[config.mk]
export PLATFORM = sky130hd
export DESIGN_NAME = windowed_watchdog_clock_monitor
export DESIGN_NICKNAME = d
export VERILOG_FILES = /design/src/wdog_pkg.sv /design/src/windowed_watchdog_clock_monitor.sv
export VERILOG_INCLUDE_DIRS = /design/src
export SDC_FILE = /design/constraint.sdc
export NUM_CORES = 1
export LEC_CHECK = 0
export ABC_CLOCK_PERIOD_IN_PS = 4800
export BUFFER_PORTS_ARGS = -buffer_cell sky130_fd_sc_hd__buf_2
export CAP_MARGIN = 10
export CORE_MARGIN = 2
export CORE_UTILIZATION = 35
export CTS_BUF_LIST = sky130_fd_sc_hd__clkbuf_2
export DETAILED_ROUTE_END_ITERATION = 8
export PLACE_DENSITY = 0.54
export SLEW_MARGIN = 20
export SYNTH_ARGS = -nofsm -noshare
export SYNTH_HDL_FRONTEND = slang
export SYNTH_SLANG_ARGS = --single-unit
[constraint.sdc]
create_clock -name core_clk -period 4.8 [get_ports core_clk]
set_clock_uncertainty 0.2 [all_clocks]
set_input_delay 0 -clock core_clk [delete_from_list [all_inputs] [get_ports core_clk]]
set_output_delay 0 -clock core_clk [all_outputs]
set_load 0.02 [all_outputs]
[src/wdog_map.svh]
// register offsets, field positions, reset values and timing counts of the watchdog
`ifndef WDOG_MAP_SVH
`define WDOG_MAP_SVH

// ************************************************************
// register byte offsets
// ************************************************************
`define OFS_SVC 4'h0
`define OFS_CTRL 4'h4
`define OFS_STAT 4'h8

// ************************************************************
// service register fields
// ************************************************************
`define SVC_SEL_HI 7
`define SVC_SEL_LO 6
`define SVC_KEY_HI 5
`define SVC_KEY_LO 1
`define SVC_CM_BIT 0
`define SVC_KEY 5'h0c
`define SVC_SEL_RST 2'h3
`define SVC_CM_RST 1'h1

// ************************************************************
// control and status fields
// ************************************************************
`define CTRL_HALT_BIT 0
`define CTRL_IDLE_BIT 1
`define CTRL_DLY_BIT 2
`define CTRL_RC_BIT 3
`define CTRL_RST 4'h0
`define STAT_IDLE_FLAG_BIT 0
`define STAT_WD_ERR_BIT 1
`define STAT_CM_ERR_BIT 2
`define STAT_CFG_BIT 3
`define STAT_PIN_BIT 4
`define STAT_HALT_BIT 5
`define STAT_IDLE_BIT 6

// ************************************************************
// timing
// ************************************************************
`define TC_DIV 4'ha
`define LOWER_TC 17'h00800
`define UPPER_BASE_TC 17'h02000
`define HOLD_TC 5'h11
`define IDLE_FLAG_BIT 12
`define CORE_MHZ 50
`define CM_LIMIT_US 1000

`endif

[src/wdog_pkg.sv]
// types shared by the watchdog and clock monitor
package wdog_pkg;

	// ************************************************************
	// fault pin sequencer states
	// ************************************************************
	typedef enum logic [1:0] {
		F_IDLE,
		F_DRIVE,
		F_HOLD,
		F_WAIT_HIGH
	} fault_state_t;

	// ************************************************************
	// service byte layout
	// ************************************************************
	typedef struct packed {
		logic [1:0] sel;
		logic [4:0] key;
		logic cm_en;
	} svc_fields_t;

endpackage : wdog_pkg

[src/windowed_watchdog_clock_monitor.sv]
// windowed watchdog and clock monitor with avalon-mm register slave
`timescale 1ns/1ns
`include "wdog_map.svh"
// ************************************************************
// ************************************************************

module windowed_watchdog_clock_monitor #(
	parameter int CM_LIMIT_CYC = `CM_LIMIT_US * `CORE_MHZ
) (
	input wire logic core_clk,
	input wire logic rst_b,
	input wire logic [3:0] address,
	input wire logic read,
	input wire logic write,
	input wire logic [31:0] writedata,
	input wire logic [3:0] byteenable,
	output logic [31:0] readdata,
	output logic waitrequest,
	input wire logic oscillator_input_pin,
	input wire logic fault_out_n_i,
	output logic fault_out_n_o,
	output logic fault_out_n_oe
);

	// ************************************************************
	// declarations
	// ************************************************************
	logic wait_ff;
	logic [31:0] rdata_ff;
	logic commit_wr;
	logic wr_svc;
	logic wr_ctrl;
	logic wr_stat;
	logic [3:0] ctrl_ff;
	logic halt_mode;
	logic idle_mode;
	logic halt_d_ff;
	logic idle_d_ff;
	logic halt_exit;
	logic idle_exit;
	logic osc_d_ff;
	logic osc_rise;
	logic [3:0] div_ff;
	logic tc_en;
	wdog_pkg::svc_fields_t cfg_ff;
	wdog_pkg::svc_fields_t wr_fields;
	logic configured_ff;
	logic [16:0] wd_cnt_ff;
	logic [16:0] upper_tc;
	logic svc_ok;
	logic svc_bad;
	logic wd_timeout;
	logic wd_trig;
	logic win_restart;
	logic wd_err_ff;
	logic [19:0] cm_cnt_ff;
	logic cm_slow_ff;
	logic cm_active;
	wdog_pkg::fault_state_t fstate_ff;
	wdog_pkg::fault_state_t nxt_fstate;
	logic [4:0] hold_ff;
	logic [15:0] idle_cnt_ff = 16'h0000;
	logic idle_bit_d_ff = 1'b0;
	logic idle_flag_ff;
	logic idle_flag_set;
	logic idle_flag_clr;

	function automatic logic hit(input logic [3:0] addr, input logic [3:0] ofs);
		hit = (addr == ofs);
	endfunction : hit

	// ************************************************************
	// avalon-mm slave: one wait cycle, commit on waitrequest low
	// ************************************************************
	assign commit_wr = write & ~wait_ff;
	assign wr_svc = commit_wr & hit(address, `OFS_SVC) & byteenable[0];
	assign wr_ctrl = commit_wr & hit(address, `OFS_CTRL) & byteenable[0];
	assign wr_stat = commit_wr & hit(address, `OFS_STAT) & byteenable[0];

	always_ff @(posedge core_clk or negedge rst_b)
	begin
		if (!rst_b)
			wait_ff <= 1'b1;
		else if ((read | write) & wait_ff)
			wait_ff <= 1'b0;
		else
			wait_ff <= 1'b1;
	end

	always_ff @(posedge core_clk or negedge rst_b)
	begin
		if (!rst_b)
			rdata_ff <= 32'h00000000;
		else if (read & wait_ff)
		begin
			rdata_ff <= 32'h00000000;
			if (hit(address, `OFS_SVC))
				rdata_ff[7:0] <= {cfg_ff.sel, 5'h00, cfg_ff.cm_en};
			else if (hit(address, `OFS_CTRL))
				rdata_ff[3:0] <= ctrl_ff;
			else if (hit(address, `OFS_STAT))
			begin
				rdata_ff[`STAT_IDLE_FLAG_BIT] <= idle_flag_ff;
				rdata_ff[`STAT_WD_ERR_BIT] <= wd_err_ff;
				rdata_ff[`STAT_CM_ERR_BIT] <= cm_slow_ff;
				rdata_ff[`STAT_CFG_BIT] <= configured_ff;
				rdata_ff[`STAT_PIN_BIT] <= fault_out_n_i;
				rdata_ff[`STAT_HALT_BIT] <= halt_mode;
				rdata_ff[`STAT_IDLE_BIT] <= idle_mode;
			end
		end
	end

	assign readdata = rdata_ff;
	assign waitrequest = wait_ff;

	// ************************************************************
	// control register: low-power modes and oscillator options
	// ************************************************************
	always_ff @(posedge core_clk or negedge rst_b)
	begin
		if (!rst_b)
			ctrl_ff <= `CTRL_RST;
		else if (wr_ctrl)
			ctrl_ff <= writedata[3:0];
	end

	assign halt_mode = ctrl_ff[`CTRL_HALT_BIT];
	assign idle_mode = ctrl_ff[`CTRL_IDLE_BIT];

	always_ff @(posedge core_clk or negedge rst_b)
	begin
		if (!rst_b)
		begin
			halt_d_ff <= 1'b0;
			idle_d_ff <= 1'b0;
		end
		else
		begin
			halt_d_ff <= halt_mode;
			idle_d_ff <= idle_mode;
		end
	end

	assign halt_exit = halt_d_ff & ~halt_mode;
	assign idle_exit = idle_d_ff & ~idle_mode;

	// ************************************************************
	// instruction cycle enable: oscillator edges divided by ten
	// ************************************************************
	always_ff @(posedge core_clk or negedge rst_b)
	begin
		if (!rst_b)
			osc_d_ff <= 1'b0;
		else
			osc_d_ff <= oscillator_input_pin;
	end

	// halt stops the oscillator path
	assign osc_rise = oscillator_input_pin & ~osc_d_ff & ~halt_mode;

	always_ff @(posedge core_clk or negedge rst_b)
	begin
		if (!rst_b)
			div_ff <= 4'h0;
		else if (osc_rise)
			div_ff <= (div_ff == `TC_DIV - 4'h1) ? 4'h0 : div_ff + 4'h1;
	end

	assign tc_en = osc_rise & (div_ff == `TC_DIV - 4'h1);

	// ************************************************************
	// service decode
	// ************************************************************
	assign wr_fields = writedata[7:0];
	assign upper_tc = `UPPER_BASE_TC << cfg_ff.sel;

	always_comb
	begin
		svc_ok = 1'b0;
		svc_bad = 1'b0;
		if (wr_svc && fstate_ff == wdog_pkg::F_IDLE)
		begin
			if (!configured_ff)
			begin
				// first write may land anywhere in the reset window
				svc_ok = (wr_fields.key == `SVC_KEY);
				svc_bad = ~svc_ok;
			end
			else if (wr_fields != {cfg_ff.sel, `SVC_KEY, cfg_ff.cm_en})
				svc_bad = 1'b1;
			else if (wd_cnt_ff < `LOWER_TC)
				svc_bad = 1'b1;
			else
				svc_ok = 1'b1;
		end
	end

	assign wd_timeout = (wd_cnt_ff >= upper_tc) & (fstate_ff == wdog_pkg::F_IDLE);
	assign wd_trig = svc_bad | wd_timeout;

	// ************************************************************
	// stored configuration, captured once
	// ************************************************************
	always_ff @(posedge core_clk or negedge rst_b)
	begin
		if (!rst_b)
		begin
			cfg_ff.sel <= `SVC_SEL_RST;
			cfg_ff.key <= `SVC_KEY;
			cfg_ff.cm_en <= `SVC_CM_RST;
			configured_ff <= 1'b0;
		end
		else if (svc_ok & ~configured_ff)
		begin
			cfg_ff.sel <= wr_fields.sel;
			cfg_ff.cm_en <= wr_fields.cm_en;
			configured_ff <= 1'b1;
		end
	end

	// ************************************************************
	// window counter in instruction cycles
	// ************************************************************
	assign win_restart = svc_ok
		| idle_exit
		| (halt_exit & ~(ctrl_ff[`CTRL_RC_BIT] & ~ctrl_ff[`CTRL_DLY_BIT]))
		| (fstate_ff == wdog_pkg::F_WAIT_HIGH && fault_out_n_i && wd_err_ff);

	always_ff @(posedge core_clk or negedge rst_b)
	begin
		if (!rst_b)
			wd_cnt_ff <= 17'h00000;
		else if (win_restart)
			wd_cnt_ff <= 17'h00000;
		else if (tc_en && !halt_mode && !idle_mode && fstate_ff == wdog_pkg::F_IDLE && !wd_timeout)
			wd_cnt_ff <= wd_cnt_ff + 17'h00001;
	end

	always_ff @(posedge core_clk or negedge rst_b)
	begin
		if (!rst_b)
			wd_err_ff <= 1'b0;
		else if (wd_trig)
			wd_err_ff <= 1'b1;
		else if (fstate_ff == wdog_pkg::F_WAIT_HIGH && fault_out_n_i)
			wd_err_ff <= 1'b0;
	end

	// ************************************************************
	// clock monitor: core cycles since last instruction cycle
	// ************************************************************
	always_ff @(posedge core_clk or negedge rst_b)
	begin
		if (!rst_b)
			cm_cnt_ff <= 20'h00000;
		else if (tc_en)
			cm_cnt_ff <= 20'h00000;
		else if (cm_cnt_ff < CM_LIMIT_CYC[19:0])
			cm_cnt_ff <= cm_cnt_ff + 20'h00001;
	end

	always_ff @(posedge core_clk or negedge rst_b)
	begin
		if (!rst_b)
			cm_slow_ff <= 1'b0;
		else
			cm_slow_ff <= cfg_ff.cm_en & (cm_cnt_ff >= CM_LIMIT_CYC[19:0]);
	end

	assign cm_active = cm_slow_ff;

	// ************************************************************
	// fault pin sequencer
	// ************************************************************
	always_comb
	begin
		nxt_fstate = fstate_ff;
		unique case (fstate_ff)
			wdog_pkg::F_IDLE:
				if (wd_trig | cm_active)
					nxt_fstate = wdog_pkg::F_DRIVE;
			wdog_pkg::F_DRIVE:
				if (!fault_out_n_i)
					nxt_fstate = wdog_pkg::F_HOLD;
			wdog_pkg::F_HOLD:
				if (!cm_active && hold_ff == `HOLD_TC)
					nxt_fstate = wdog_pkg::F_WAIT_HIGH;
			wdog_pkg::F_WAIT_HIGH:
				if (cm_active)
					nxt_fstate = wdog_pkg::F_DRIVE;
				else if (fault_out_n_i)
					nxt_fstate = wdog_pkg::F_IDLE;
		endcase
	end

	always_ff @(posedge core_clk or negedge rst_b)
	begin
		if (!rst_b)
			fstate_ff <= wdog_pkg::F_IDLE;
		else
			fstate_ff <= nxt_fstate;
	end

	always_ff @(posedge core_clk or negedge rst_b)
	begin
		if (!rst_b)
			hold_ff <= 5'h00;
		else if (fstate_ff != wdog_pkg::F_HOLD || cm_active)
			hold_ff <= 5'h00;
		else if (tc_en && hold_ff != `HOLD_TC)
			hold_ff <= hold_ff + 5'h01;
	end

	always_ff @(posedge core_clk or negedge rst_b)
	begin
		if (!rst_b)
			fault_out_n_oe <= 1'b0;
		else
			fault_out_n_oe <= (nxt_fstate == wdog_pkg::F_DRIVE) | (nxt_fstate == wdog_pkg::F_HOLD);
	end

	// driven level is only ever low
	always_ff @(posedge core_clk or negedge rst_b)
	begin
		if (!rst_b)
			fault_out_n_o <= 1'b0;
		else
			fault_out_n_o <= 1'b0;
	end

	// ************************************************************
	// idle interval timer, free of reset, and its flag, cleared by reset
	// ************************************************************
	always_ff @(posedge core_clk)
	begin
		if (tc_en)
			idle_cnt_ff <= idle_cnt_ff + 16'h0001;
	end

	always_ff @(posedge core_clk)
	begin
		idle_bit_d_ff <= idle_cnt_ff[`IDLE_FLAG_BIT];
	end

	assign idle_flag_set = idle_bit_d_ff ^ idle_cnt_ff[`IDLE_FLAG_BIT];
	assign idle_flag_clr = wr_stat & writedata[`STAT_IDLE_FLAG_BIT];

	always_ff @(posedge core_clk or negedge rst_b)
	begin
		if (!rst_b)
			idle_flag_ff <= 1'b0;
		else if (idle_flag_set)
			idle_flag_ff <= 1'b1;
		else if (idle_flag_clr)
			idle_flag_ff <= 1'b0;
	end

endmodule : windowed_watchdog_clock_monitor

==> results by group, run 1 <==
Status
  – Status: completed

Setup path
  – Crit Path Class: reg2reg
  – Critical path's largest stage delay: 0.62 ns
  – Setup crit start kind: flop
  – Most used cell, CP: dlygate4sd3_1
  – Slowest CP cell: dlygate4sd3_1
  – Maximum fanout along the worst path: 5
  – CP Capture Type: flop
  – Arr. time, crit path: 3.46 ns
  – Crit-path cells: nand3b_1 -> nor4b_1 -> nand3_1 -> dlygate4sd3_1 -> nor2_1 -> mux2_2 -> dlygate4sd3_1
  – Worst EP required: 5.05 ns

Route
  – Post-route ant nets: 0
  – WL final: 9.06 mm
  – Drt wl/cell: 13.0 µm
  – DRT iter0 DRCs: 252
  – Residual DRC count: 0
  – Vias: about 3400
  – Vias per std cell: slightly below 5
  – Detailed Routing Iterations Pass 1: 4

STA
  – Fin crit period: about 3.2 ns
  – Rel. slew slack: 44.8%
  – RSZ-0062 raised after global routing: no
  – Slew Viols, Final: 0
  – Worst setup margin: 1.59 ns
  – Ratio of final minimum period to clock period: 66.8%
  – Worst slew pin tran: 0.828 ns
  – WHS: 0.159 ns
  – Max frequency: 312 MHz
  – Fin. Hold Viols: 0
  – Final setup violation count: 0
  – Final TNS setup: 0 ns

Global route
  – Largest net degree at the start of global routing: 41
  – GRT Overall Usage: 13.6%
  – Vias in the first global route: 3286
  – Initial antenna violation count: 0
  – Total gr overflow: 0
  – First-pass GRT wire length: ~16 mm

Yosys
  – Synth async-reset ratio: 83.7%
  – Sequential share of the synthesized area: just under 50%
  – Mapped Avg Cell Area: 9.92 µm²
  – Seq cells post-synth: 86
  – Main synth FF type: dfrtp_1
  – Mapped Cells: 456
  – Netlist cell types: 54
  – Post-synth EDFFs: 13
  – Post-Synthesis Cell Area: 4520 µm²
  – Yosys Warn Count: 0

Place
  – Placed wire-length estimate: 5.84 mm
  – GPL Wtd Cong: around 0.80
  – Buffers added on ports: 28
  – Dpl ws: 2.03 ns
  – Placed cell area: 4730 µm²

Clocking
  – H-tree depth: 3
  – Longest Clk Path Bufs: 2
  – Worst-path clk slew: 0.20 ns
  – Post CTS Setup Buffer Count: 0
  – Root Buffer: clkbuf_2
  – TritonCTS buffer count: 9
  – Post-CTS Hold Fix Bufs: 37
  – CTS tree: yes
  – CTS resizes: 0
  – Clock sinks: 86
  – Worst-Skew Late Latency: 0.53 ns

Run
  – Max-cap violations: 0

Floorplan
  – Die Wd: around 120 µm
  – Die area: about 14000 µm²
  – Number of cell rows: 41
  – I/O pin total: 81
  – Initial Util: a little over a third
  – Die H: 118 µm
  – Core area: 12600 µm²

Finish
  – Commonest non-fill, non-tap cell in the layout: dfrtp_1
  – Nets: 578
  – Most frequent cells in the layout: 68 x dfrtp_1, 42 x nand2_1, 39 x nor2_1
  – Final instance area: 5190 µm²
  – Fraction of layout cells with a size suffix above 1: roughly 13%
  – Diode count: 0
  – Area growth syn-to-layout: 14.8%

Pwr
  – Tot Pwr: about 1700 µW
  – Power density over the cells: 318 nW/µm²
  – Leakage Power: 0.00221 µW
  – Worst-case vdd ir drop: 86.4 µV

Worst hold path
  – Worst min-delay path class: in2reg
==> worst max-delay path, delay by kind of cell, from the launching register on <==
family,cells,cell delay [ns]
buf+inv,2,1.18
simple gates,4,1.00
flops,1,0.43
mux,1,0.36
==> path summary, 6_finish.rpt <==
path	start	end	slack, ns	depth (start not counted)
worst max-delay path	waitrequest	cfg_ff[6]	1.59	7
worst min-delay path	fault_out_n_i	fstate_ff[1]	0.16	4
worst min register to register	idle_cnt_ff[12]	idle_bit_d_ff	0.29	0
max in group asynchronous	rst_b	waitrequest	3.53	4
worst max register to register	waitrequest	cfg_ff[6]	1.59	7
min in group asynchronous	rst_b	cfg_ff[0]	0.43	3
==> layer usage <==
metal / routed length, µm / vias up / global-route usage (%)
met1: 4330 / 1609 / 17.8
met2: 4240 / 77 / 22.1
met5: 0 / - / 0
li1: - / 1667 / -
met4: 110 / 0 / 5.27
met3: 376 / 8 / 2.96
==> flip-flops by register name (all words and copies together), names as in the netlist, 3 cells and up <==
name	flops
cm_cnt_ff	20
readdata	8
hold_ff	5
idle_cnt_ff	13
wd_cnt_ff	17
cfg_ff	3
div_ff	4
ctrl_ff	4
==> stage by stage <==
step	util (%)	std cells
2_1_floorplan	-	480
3_3_place_gp	37.5	645
3_5_place_dp	37.5	645
4_1_cts	41.1	698
5_1_grt	41.1	698
6_report	41.1	698
==> synthesized netlist by cell type (2+ instances only) <==
| library cell | count | share of area (%) |
|---|---|---|
| buf_2 | 2 | 0.22 |
| a21o_1 | 2 | 0.33 |
| dfrtp_1 | 68 | 38 |
| nor2_1 | 39 | 3.2 |
| or2_2 | 2 | 0.28 |
| o21ai_0 | 27 | 3.0 |
| ha_1 | 11 | 3.0 |
| nand2b_1 | 6 | 0.83 |
| inv_1 | 16 | 1.3 |
| mux2i_1 | 2 | 0.44 |
| dfstp_2 | 4 | 2.3 |
| nand2_1 | 42 | 3.5 |
| edfxtp_1 | 13 | 8.6 |
| nand4_1 | 10 | 1.4 |
| nor4bb_1 | 2 | 0.44 |
| xnor2_1 | 20 | 3.9 |
| a31o_2 | 3 | 0.58 |
| nand3_1 | 17 | 1.9 |
| buf_4 | 25 | 4.1 |
| mux2_2 | 7 | 1.7 |
| buf_6 | 3 | 0.75 |
| and2_1 | 8 | 1.1 |
| a21oi_1 | 24 | 2.7 |
| and4_1 | 2 | 0.39 |
| nor2b_1 | 5 | 0.69 |
| clkbuf_1 | 7 | 0.58 |
| xor2_1 | 13 | 2.5 |
| nand3b_1 | 2 | 0.33 |
| or3_1 | 16 | 2.2 |
| nor3_1 | 8 | 0.89 |
| o21ai_1 | 8 | 0.89 |
| a22oi_1 | 5 | 0.83 |
| nand4_4 | 2 | 0.94 |
| nor4_1 | 6 | 0.83 |
| and3_1 | 7 | 0.97 |
| nor4b_1 | 2 | 0.39 |
| nor3b_1 | 3 | 0.50 |
==> logic make-up (layout without fill, tap and decap cells) <==
| family | Yosys count | count (layout) | share of synthesized area (%) |
|---|---|---|---|
| simple gates | 183 | 183 | 22.0 |
| compound gates | 78 | 78 | 9.99 |
| buf+inv | 55 | 101 | 7.30 |
| flops | 86 | 86 | 49.0 |
| fa+ha+maj | 11 | 11 | 3.04 |
| xor+xnor | 33 | 33 | 6.39 |
| mux | 9 | 9 | 2.19 |
| other cells | 1 | 25 | 0.0829 |
==> cell type report <==
type,count,area [µm²]
timing repair buffer,68,543
tap,172,215
sequential,86,2220
clock buffer,11,55.1
fill,1237,7430
inverter,17,68.8
clock inverter,5,27.5
multi-input combinational,339,2070
==> power breakdown <==
part / internal [µW] / switching, µW / total [µW]
combinational: 173 / 209 / 382
clock: 68.0 / 237 / 305
sequential: 851 / 114 / 964
Power figures use the tool's default switching activity.
==> run 2: changes to the inputs <==
- ABC_CLOCK_PERIOD_IN_PS: 4800 -> 2900
- PLACE_DENSITY: 0.54 -> 0.56
- clock period: 4.8 -> 2.9 ns (I/O delays scaled with it)
==> run 2 against run 1 <==
Net effect: combinational power up 69%; critical endpoint is now cfg_ff[0]; non-clock buffer count up 6; sequential power up 65%; worst hold slack worse by 0.042 ns; critical path type is now in2reg.
==> results by group, run 2 (synthesis results as in run 1) <==
Global route
  – Initial antenna violation count: 1 (was 0)
  – Largest net degree at the start of global routing: 73 (was 41)
  – GRT Overall Usage: 13.5% (was 13.6%)
  – Vias in the first global route: 3281 (was 3286)
  – Total gr overflow: 0 (unchanged)
  – First-pass GRT wire length: 15.3 mm (was 15.5 mm)

Setup path
  – Worst EP required: 3.20 ns (was 5.05 ns)
  – Setup crit start kind: primary input (was flop)
  – Arr. time, crit path: 2.99 ns (was 3.46 ns)
  – CP Capture Type: flop (unchanged)
  – R2R Setup Slk: 0.23 ns (was 1.59 ns)
  – Crit Path Class: in2reg (was reg2reg)
  – Maximum fanout along the worst path: 3 (was 5)

STA
  – Fin. Hold Viols: 0 (unchanged)
  – Ratio of final minimum period to clock period: 92.9%
  – Fin crit period: 2.69 ns
  – Slew Viols, Final: 0 (unchanged)
  – Final TNS setup: 0 ns (unchanged)
  – Worst slew pin tran: 0.510 ns (was 0.828 ns)
  – RSZ-0062 raised after global routing: no (unchanged)
  – WHS: 0.117 ns (was 0.159 ns)
  – Final setup violation count: 0 (unchanged)
  – Max frequency: 371 MHz
  – Rel. slew slack: 65.5% (was 44.8%)

Clocking
  – Worst-path clk slew: 0.22 ns (was 0.20 ns)
  – Root Buffer: clkbuf_2 (unchanged)
  – Longest Clk Path Bufs: 2 (unchanged)
  – CTS tree: yes (unchanged)
  – TritonCTS buffer count: 9 (unchanged)
  – H-tree depth: 3 (unchanged)
  – Worst-Skew Late Latency: 0.56 ns (was 0.53 ns)
  – Clock sinks: 86 (unchanged)
  – Post CTS Setup Buffer Count: 0 (unchanged)

Finish
  – Biggest register: cm_cnt_ff (unchanged)
  – Commonest non-fill, non-tap cell in the layout: dfrtp_1 (unchanged)
  – Most frequent cells in the layout: 68 x dfrtp_1, 42 x nand2_1, 39 x nor2_1, 39 x dlygate4sd3_1, 28 x buf_2 (was 68 x dfrtp_1, 42 x nand2_1, 39 x nor2_1)
  – Nets: 584 (was 578)
  – Area growth syn-to-layout: 18.0% (was 14.8%)
  – Fin cells: 705 (was 698)
  – Max FFs per register: 20 (unchanged)
  – Fraction of layout cells with a size suffix above 1: 13.9% (was 12.9%)
  – Largest regs: cm_cnt_ff: 20 flops, wd_cnt_ff: 17 flops, idle_cnt_ff: 13 flops (unchanged)

Pwr
  – Power share of the combinational group: 21.2% (was 23.1%)
  – Switching power: 972 µW (was 559 µW)
  – Sw frac: 31.8% (was 33.9%)
  – Power density over the cells: 572 nW/µm² (was 318 nW/µm²)
  – Internal power: 2080 µW (was 1090 µW)
  – Leakage Power: 0.00229 µW (was 0.00221 µW)
  – Part of the power in registers: 52.1% (was 58.4%)
  – Worst-case vdd ir drop: 239 µV (was 86.4 µV)
  – Clock Power Share: 26.6% (was 18.5%)

Route
  – Post-route ant nets: 0 (unchanged)
  – Drt wl/cell: 12.7 µm (was 13.0 µm)
  – WL final: 8.93 mm (was 9.06 mm)
  – Vias: 3410 (was 3361)
  – Vias per std cell: 4.84 (was 4.82)
  – DRT iter0 DRCs: 238 (was 252)
  – Detailed Routing Iterations Pass 1: 4 (unchanged)
  – Residual DRC count: 0 (unchanged)

Worst hold path
  – Worst min-delay path class: in2reg (unchanged)

Place
  – Buffers added on ports: 28 (unchanged)
  – Placed cells: 649 (was 645)
  – Placed wire-length estimate: 5.84 mm (about the same)
  – GPL Wtd Cong: 0.787 (was 0.800)

Floorplan
  – Core area: 12600 µm² (unchanged)
  – Initial Util: 35.8% (unchanged)
  – Die Wd: 118 µm (unchanged)
  – I/O pin total: 81 (unchanged)
  – Number of cell rows: 41 (unchanged)
  – Die H: 118 µm (unchanged)
  – Die area: 13800 µm² (unchanged)

Status
  – Status: completed (unchanged)

Run
  – Max-cap violations: 0 (unchanged)
[run 2: changes by cell type in the layout (fill, tap and decap cells not counted)]
cell           before  now
clkinvlp_4          2    0
bufinv_16           0    3
nor4b_2             0    1
clkinv_1            2    0
dlygate4sd3_1      36   39
inv_6               0    1
diode_2             0    1
clkbuf_2           11    9
buf_4               3    6
clkinv_4            1    3
nor4b_1             2    1
[run 2: worst paths after layout]
path | from | to | cells after the start
min in group asynchronous | rst_b | wd_cnt_ff[9] | 4
worst max-delay path | writedata[2] | cfg_ff[0] | 8
worst max register to register | waitrequest | cfg_ff[0] | 6
max in group asynchronous | rst_b | cfg_ff[6] | 4
worst min register to register | idle_cnt_ff[12] | idle_bit_d_ff | 0
worst min-delay path | writedata[0] | cfg_ff[0] | 3
[run 2: power by group through the flow]
stage | clock (µW) | sequential (µW) | combinational, µW
floorplan | 0 | 1580 | 481
global placement | 0 | 1600 | 588
detailed placement | 0 | 1610 | 605
CTS | 839 | 1590 | 650
global route | 878 | 1620 | 737
finish | 813 | 1590 | 647
[run 2: layout make-up]
cell class                 instances  area [µm²]
inverter                          17        68.8
tap                              172         215
multi-input combinational        339        2070
sequential                        86        2220
fill                            1198        7280
clock inverter                     7         121
clock buffer                       9        45.0
timing repair buffer              74         596
antenna                            1        2.50
[run 2: worst max-delay path: stages]
cell           delay (ns)
dlygate4sd3_1        0.55
buf_2                0.13
nor4_1               0.32
dlygate4sd3_1        0.64
nand3_1              0.13
nor2_1               0.28
dlygate4sd3_1        0.61
mux2_2               0.33
[run 2: repair_timing]
action	in CTS	in global routing
gates resized for setup	0	1
hold endpoints to repair	116	0
hold buffers	39	0
endpoints found under the setup margin	0	3
[run 2: per-layer routing]
metal | GRT usage (%) | up-vias | routed length, µm
met1 | 18.1 | 1637 | 4330
met2 | 21.1 | 75 | 4070
met4 | 6.93 | 0 | 203
li1 | - | 1685 | -
met5 | 0 | - | 0
met3 | 2.03 | 13 | 324
[run 2: per-stage QoR]
stage	util, %	instance area, µm²	total power [µW]	setup WS [ns]
3_3_place_gp	37.8	4770	2190	0.359
5_1_grt	42.3	5340	3240	0.0713
6_report	42.3	5340	3050	0.207
3_5_place_dp	37.8	4770	2220	0.310
4_1_cts	42.2	5330	3080	0.0782
2_1_floorplan	-	4610	2060	0.363
==> run 3: changes to the inputs <==
- RECOVER_POWER: default -> 25
==> run 3 against run 2 <==
Net effect: the run now ends with max-capacitance violations, max-slew violations left; design area fell by 0.38%; sequential share of layout area rose by 0.16 points; fmax barely moved; worst setup slack barely moved; die area did not move; critical path depth did not move; sequential cell count did not move; cell count did not move; utilization fell by 0.16 points; worst hold slack got worse by 0.00063 ns; largest power group unchanged.
==> results by group, run 3 (synthesis results as in run 1) <==
Clocking
  – Worst-Skew Late Latency: 0.56 ns (about the same)
  – CTS tree: yes (unchanged)
  – Post CTS Setup Buffer Count: 0 (unchanged)
  – Longest Clk Path Bufs: 2 (unchanged)
  – Root Buffer: clkbuf_2 (unchanged)
  – H-tree depth: 3 (unchanged)
  – Worst-path clk slew: 0.22 ns (about the same)
  – TritonCTS buffer count: 9 (unchanged)
  – Clock sinks: 86 (unchanged)

Setup path
  – Setup crit start kind: primary input (unchanged)
  – Stages on worst setup path: 8 (unchanged)
  – Delay-heaviest family, CP: buffers and inverters (unchanged)
  – R2R Setup Slk: 0.23 ns (about the same)
  – Reg2reg start: waitrequest (unchanged)
  – Crit-path cells: dlygate4sd3_1 -> buf_2 -> nor4_1 -> dlygate4sd3_1 -> nand3_1 -> nor2_1 -> dlygate4sd3_1 -> mux2_2 (unchanged)
  – Most used cell, CP: dlygate4sd3_1 (unchanged)
  – Maximum fanout along the worst path: 3 (unchanged)
  – Worst EP required: 3.20 ns (about the same)
  – Worst setup startpoint: writedata[2] (unchanged)
  – Critical path's largest stage delay: 0.64 ns (about the same)
  – Crit path to: cfg_ff[0] (unchanged)
  – Crit Path Class: in2reg (unchanged)
  – Buf/Inv on CP: 4 (unchanged)
  – CP Capture Type: flop (unchanged)
  – Worst R2R Path Depth: 6 (unchanged)
  – Reg-to-Reg End: cfg_ff[0] (unchanged)
  – Arr. time, crit path: 2.99 ns (about the same)
  – Slowest CP cell: dlygate4sd3_1 (unchanged)

Route
  – Drt wl/cell: 12.6 µm (was 12.7 µm)
  – Vias per std cell: 4.83 (was 4.84)
  – DRT iter0 DRCs: 238 (unchanged)
  – Vias: 3404 (was 3410)
  – Residual DRC count: 0 (unchanged)
  – Detailed Routing Iterations Pass 1: 4 (unchanged)
  – WL final: 8.92 mm (was 8.93 mm)
  – Post-route ant nets: 0 (unchanged)

STA
  – Worst setup margin: 0.207 ns (about the same)
  – Final setup violation count: 0 (unchanged)
  – Ratio of final minimum period to clock period: 92.9% (about the same)
  – Rel. slew slack: -20.7% (was 65.5%)
  – Final TNS setup: 0 ns (unchanged)
  – Max frequency: 371 MHz (about the same)
  – Fin crit period: 2.69 ns (about the same)
  – Slew Viols, Final: 73 (was 0)
  – Fin. Hold Viols: 0 (unchanged)
  – Worst slew pin tran: 1.81 ns (was 0.510 ns)
  – RSZ-0062 raised after global routing: no (unchanged)

Floorplan
  – Initial Util: 35.8% (unchanged)
  – Core area: 12600 µm² (unchanged)
  – Die Wd: 118 µm (unchanged)
  – Die H: 118 µm (unchanged)
  – Number of cell rows: 41 (unchanged)
  – Die area: 13800 µm² (unchanged)
  – I/O pin total: 81 (unchanged)

Status
  – Status: finished, violations left (was completed)
  – Violations in the final reports: max-capacitance violations, max-slew violations

Global route
  – Vias in the first global route: 3281 (unchanged)
  – Initial antenna violation count: 1 (unchanged)
  – GRT Overall Usage: 13.5% (unchanged)
  – Total gr overflow: 0 (unchanged)
  – Largest net degree at the start of global routing: 73 (unchanged)
  – First-pass GRT wire length: 15.3 mm (unchanged)

Finish
  – Largest regs: cm_cnt_ff: 20 flops, wd_cnt_ff: 17 flops, idle_cnt_ff: 13 flops (unchanged)
  – Commonest non-fill, non-tap cell in the layout: dfrtp_1 (unchanged)
  – Max FFs per register: 20 (unchanged)
  – Fraction of layout cells with a size suffix above 1: 13.5% (was 13.9%)
  – Fin cells: 705 (unchanged)
  – Biggest register: cm_cnt_ff (unchanged)
  – Most frequent cells in the layout: 68 x dfrtp_1, 42 x nand2_1, 39 x nor2_1, 39 x dlygate4sd3_1 (was 68 x dfrtp_1, 42 x nand2_1, 39 x nor2_1, 39 x dlygate4sd3_1, 28 x buf_2)
  – Area growth syn-to-layout: 17.6% (was 18.0%)
  – Nets: 584 (unchanged)

Worst hold path
  – Worst min-delay path class: in2reg (unchanged)

Place
  – Buffers added on ports: 28 (unchanged)
  – Dpl ws: 0.310 ns (unchanged)
  – Placed wire-length estimate: 5.84 mm (unchanged)
  – Placed cells: 649 (unchanged)
  – GPL Wtd Cong: 0.787 (unchanged)

Pwr
  – Leakage Power: 0.00228 µW (was 0.00229 µW)
  – Worst-case vdd ir drop: 239 µV (about the same)
  – Power density over the cells: 573 nW/µm² (was 572 nW/µm²)

Run
  – Max-cap violations: 1 (was 0)
## run 3: worst min path at each step
| stage | slack (ns) | to | from | cells after the start |
|---|---|---|---|---|
| floorplan | -0.50 | cm_active | rst_b | 0 |
| global placement | -0.13 | wd_cnt_ff[7] | rst_b | 2 |
| detailed placement | -0.13 | wd_cnt_ff[7] | rst_b | 2 |
| CTS | 0.07 | cfg_ff[0] | writedata[0] | 3 |
| global route | 0.12 | fstate_ff[1] | fault_out_n_i | 4 |
| finish | 0.12 | cfg_ff[0] | writedata[0] | 3 |
## run 3: through the flow
stage | instance area (µm²) | total power (µW) | utilization (%) | hold WS, ns
after global routing | 5320 | 3230 | 42.1 | 0.119
final | 5320 | 3050 | 42.1 | 0.117
after floorplan | 4610 | 2060 | - | -0.496
after CTS | 5330 | 3080 | 42.2 | 0.0676
after global placement | 4770 | 2190 | 37.8 | -0.134
after detailed placement | 4770 | 2220 | 37.8 | -0.132
## run 3: power breakdown
group | internal, µW | switching, µW
combinational | 291 | 351
sequential | 1410 | 183
clock | 376 | 436
## run 3: final cells by class
| type | instances | area, µm² |
|---|---|---|
| Inverter | 17 | 68.8 |
| Multi-Input combinational cell | 339 | 2070 |
| Clock buffer | 9 | 45.0 |
| Clock inverter | 7 | 121 |
| Antenna cell | 1 | 2.50 |
| Sequential cell | 86 | 2220 |
| Fill cell | 1202 | 7300 |
| Timing Repair Buffer | 74 | 576 |
| Tap cell | 172 | 215 |
## run 3: worst min-delay path, stage by stage
cell and delay, ns:
dlygate4sd3_1 0.53, buf_2 0.16, mux2_2 0.15
## run 3: timing repair
action                                 4_1_cts  5_1_grt
hold buffers                                39        0
endpoints found under the hold margin      116        0
resized for setup                            0        1
setup endpoints to repair                    0        3
## run 3: per-layer routing
metal	part of all wire [%]	track usage [%]
met1	49	18.1
met2	46	21.1
met3	3.4	2.03
met4	2.3	6.93
met5	0	0
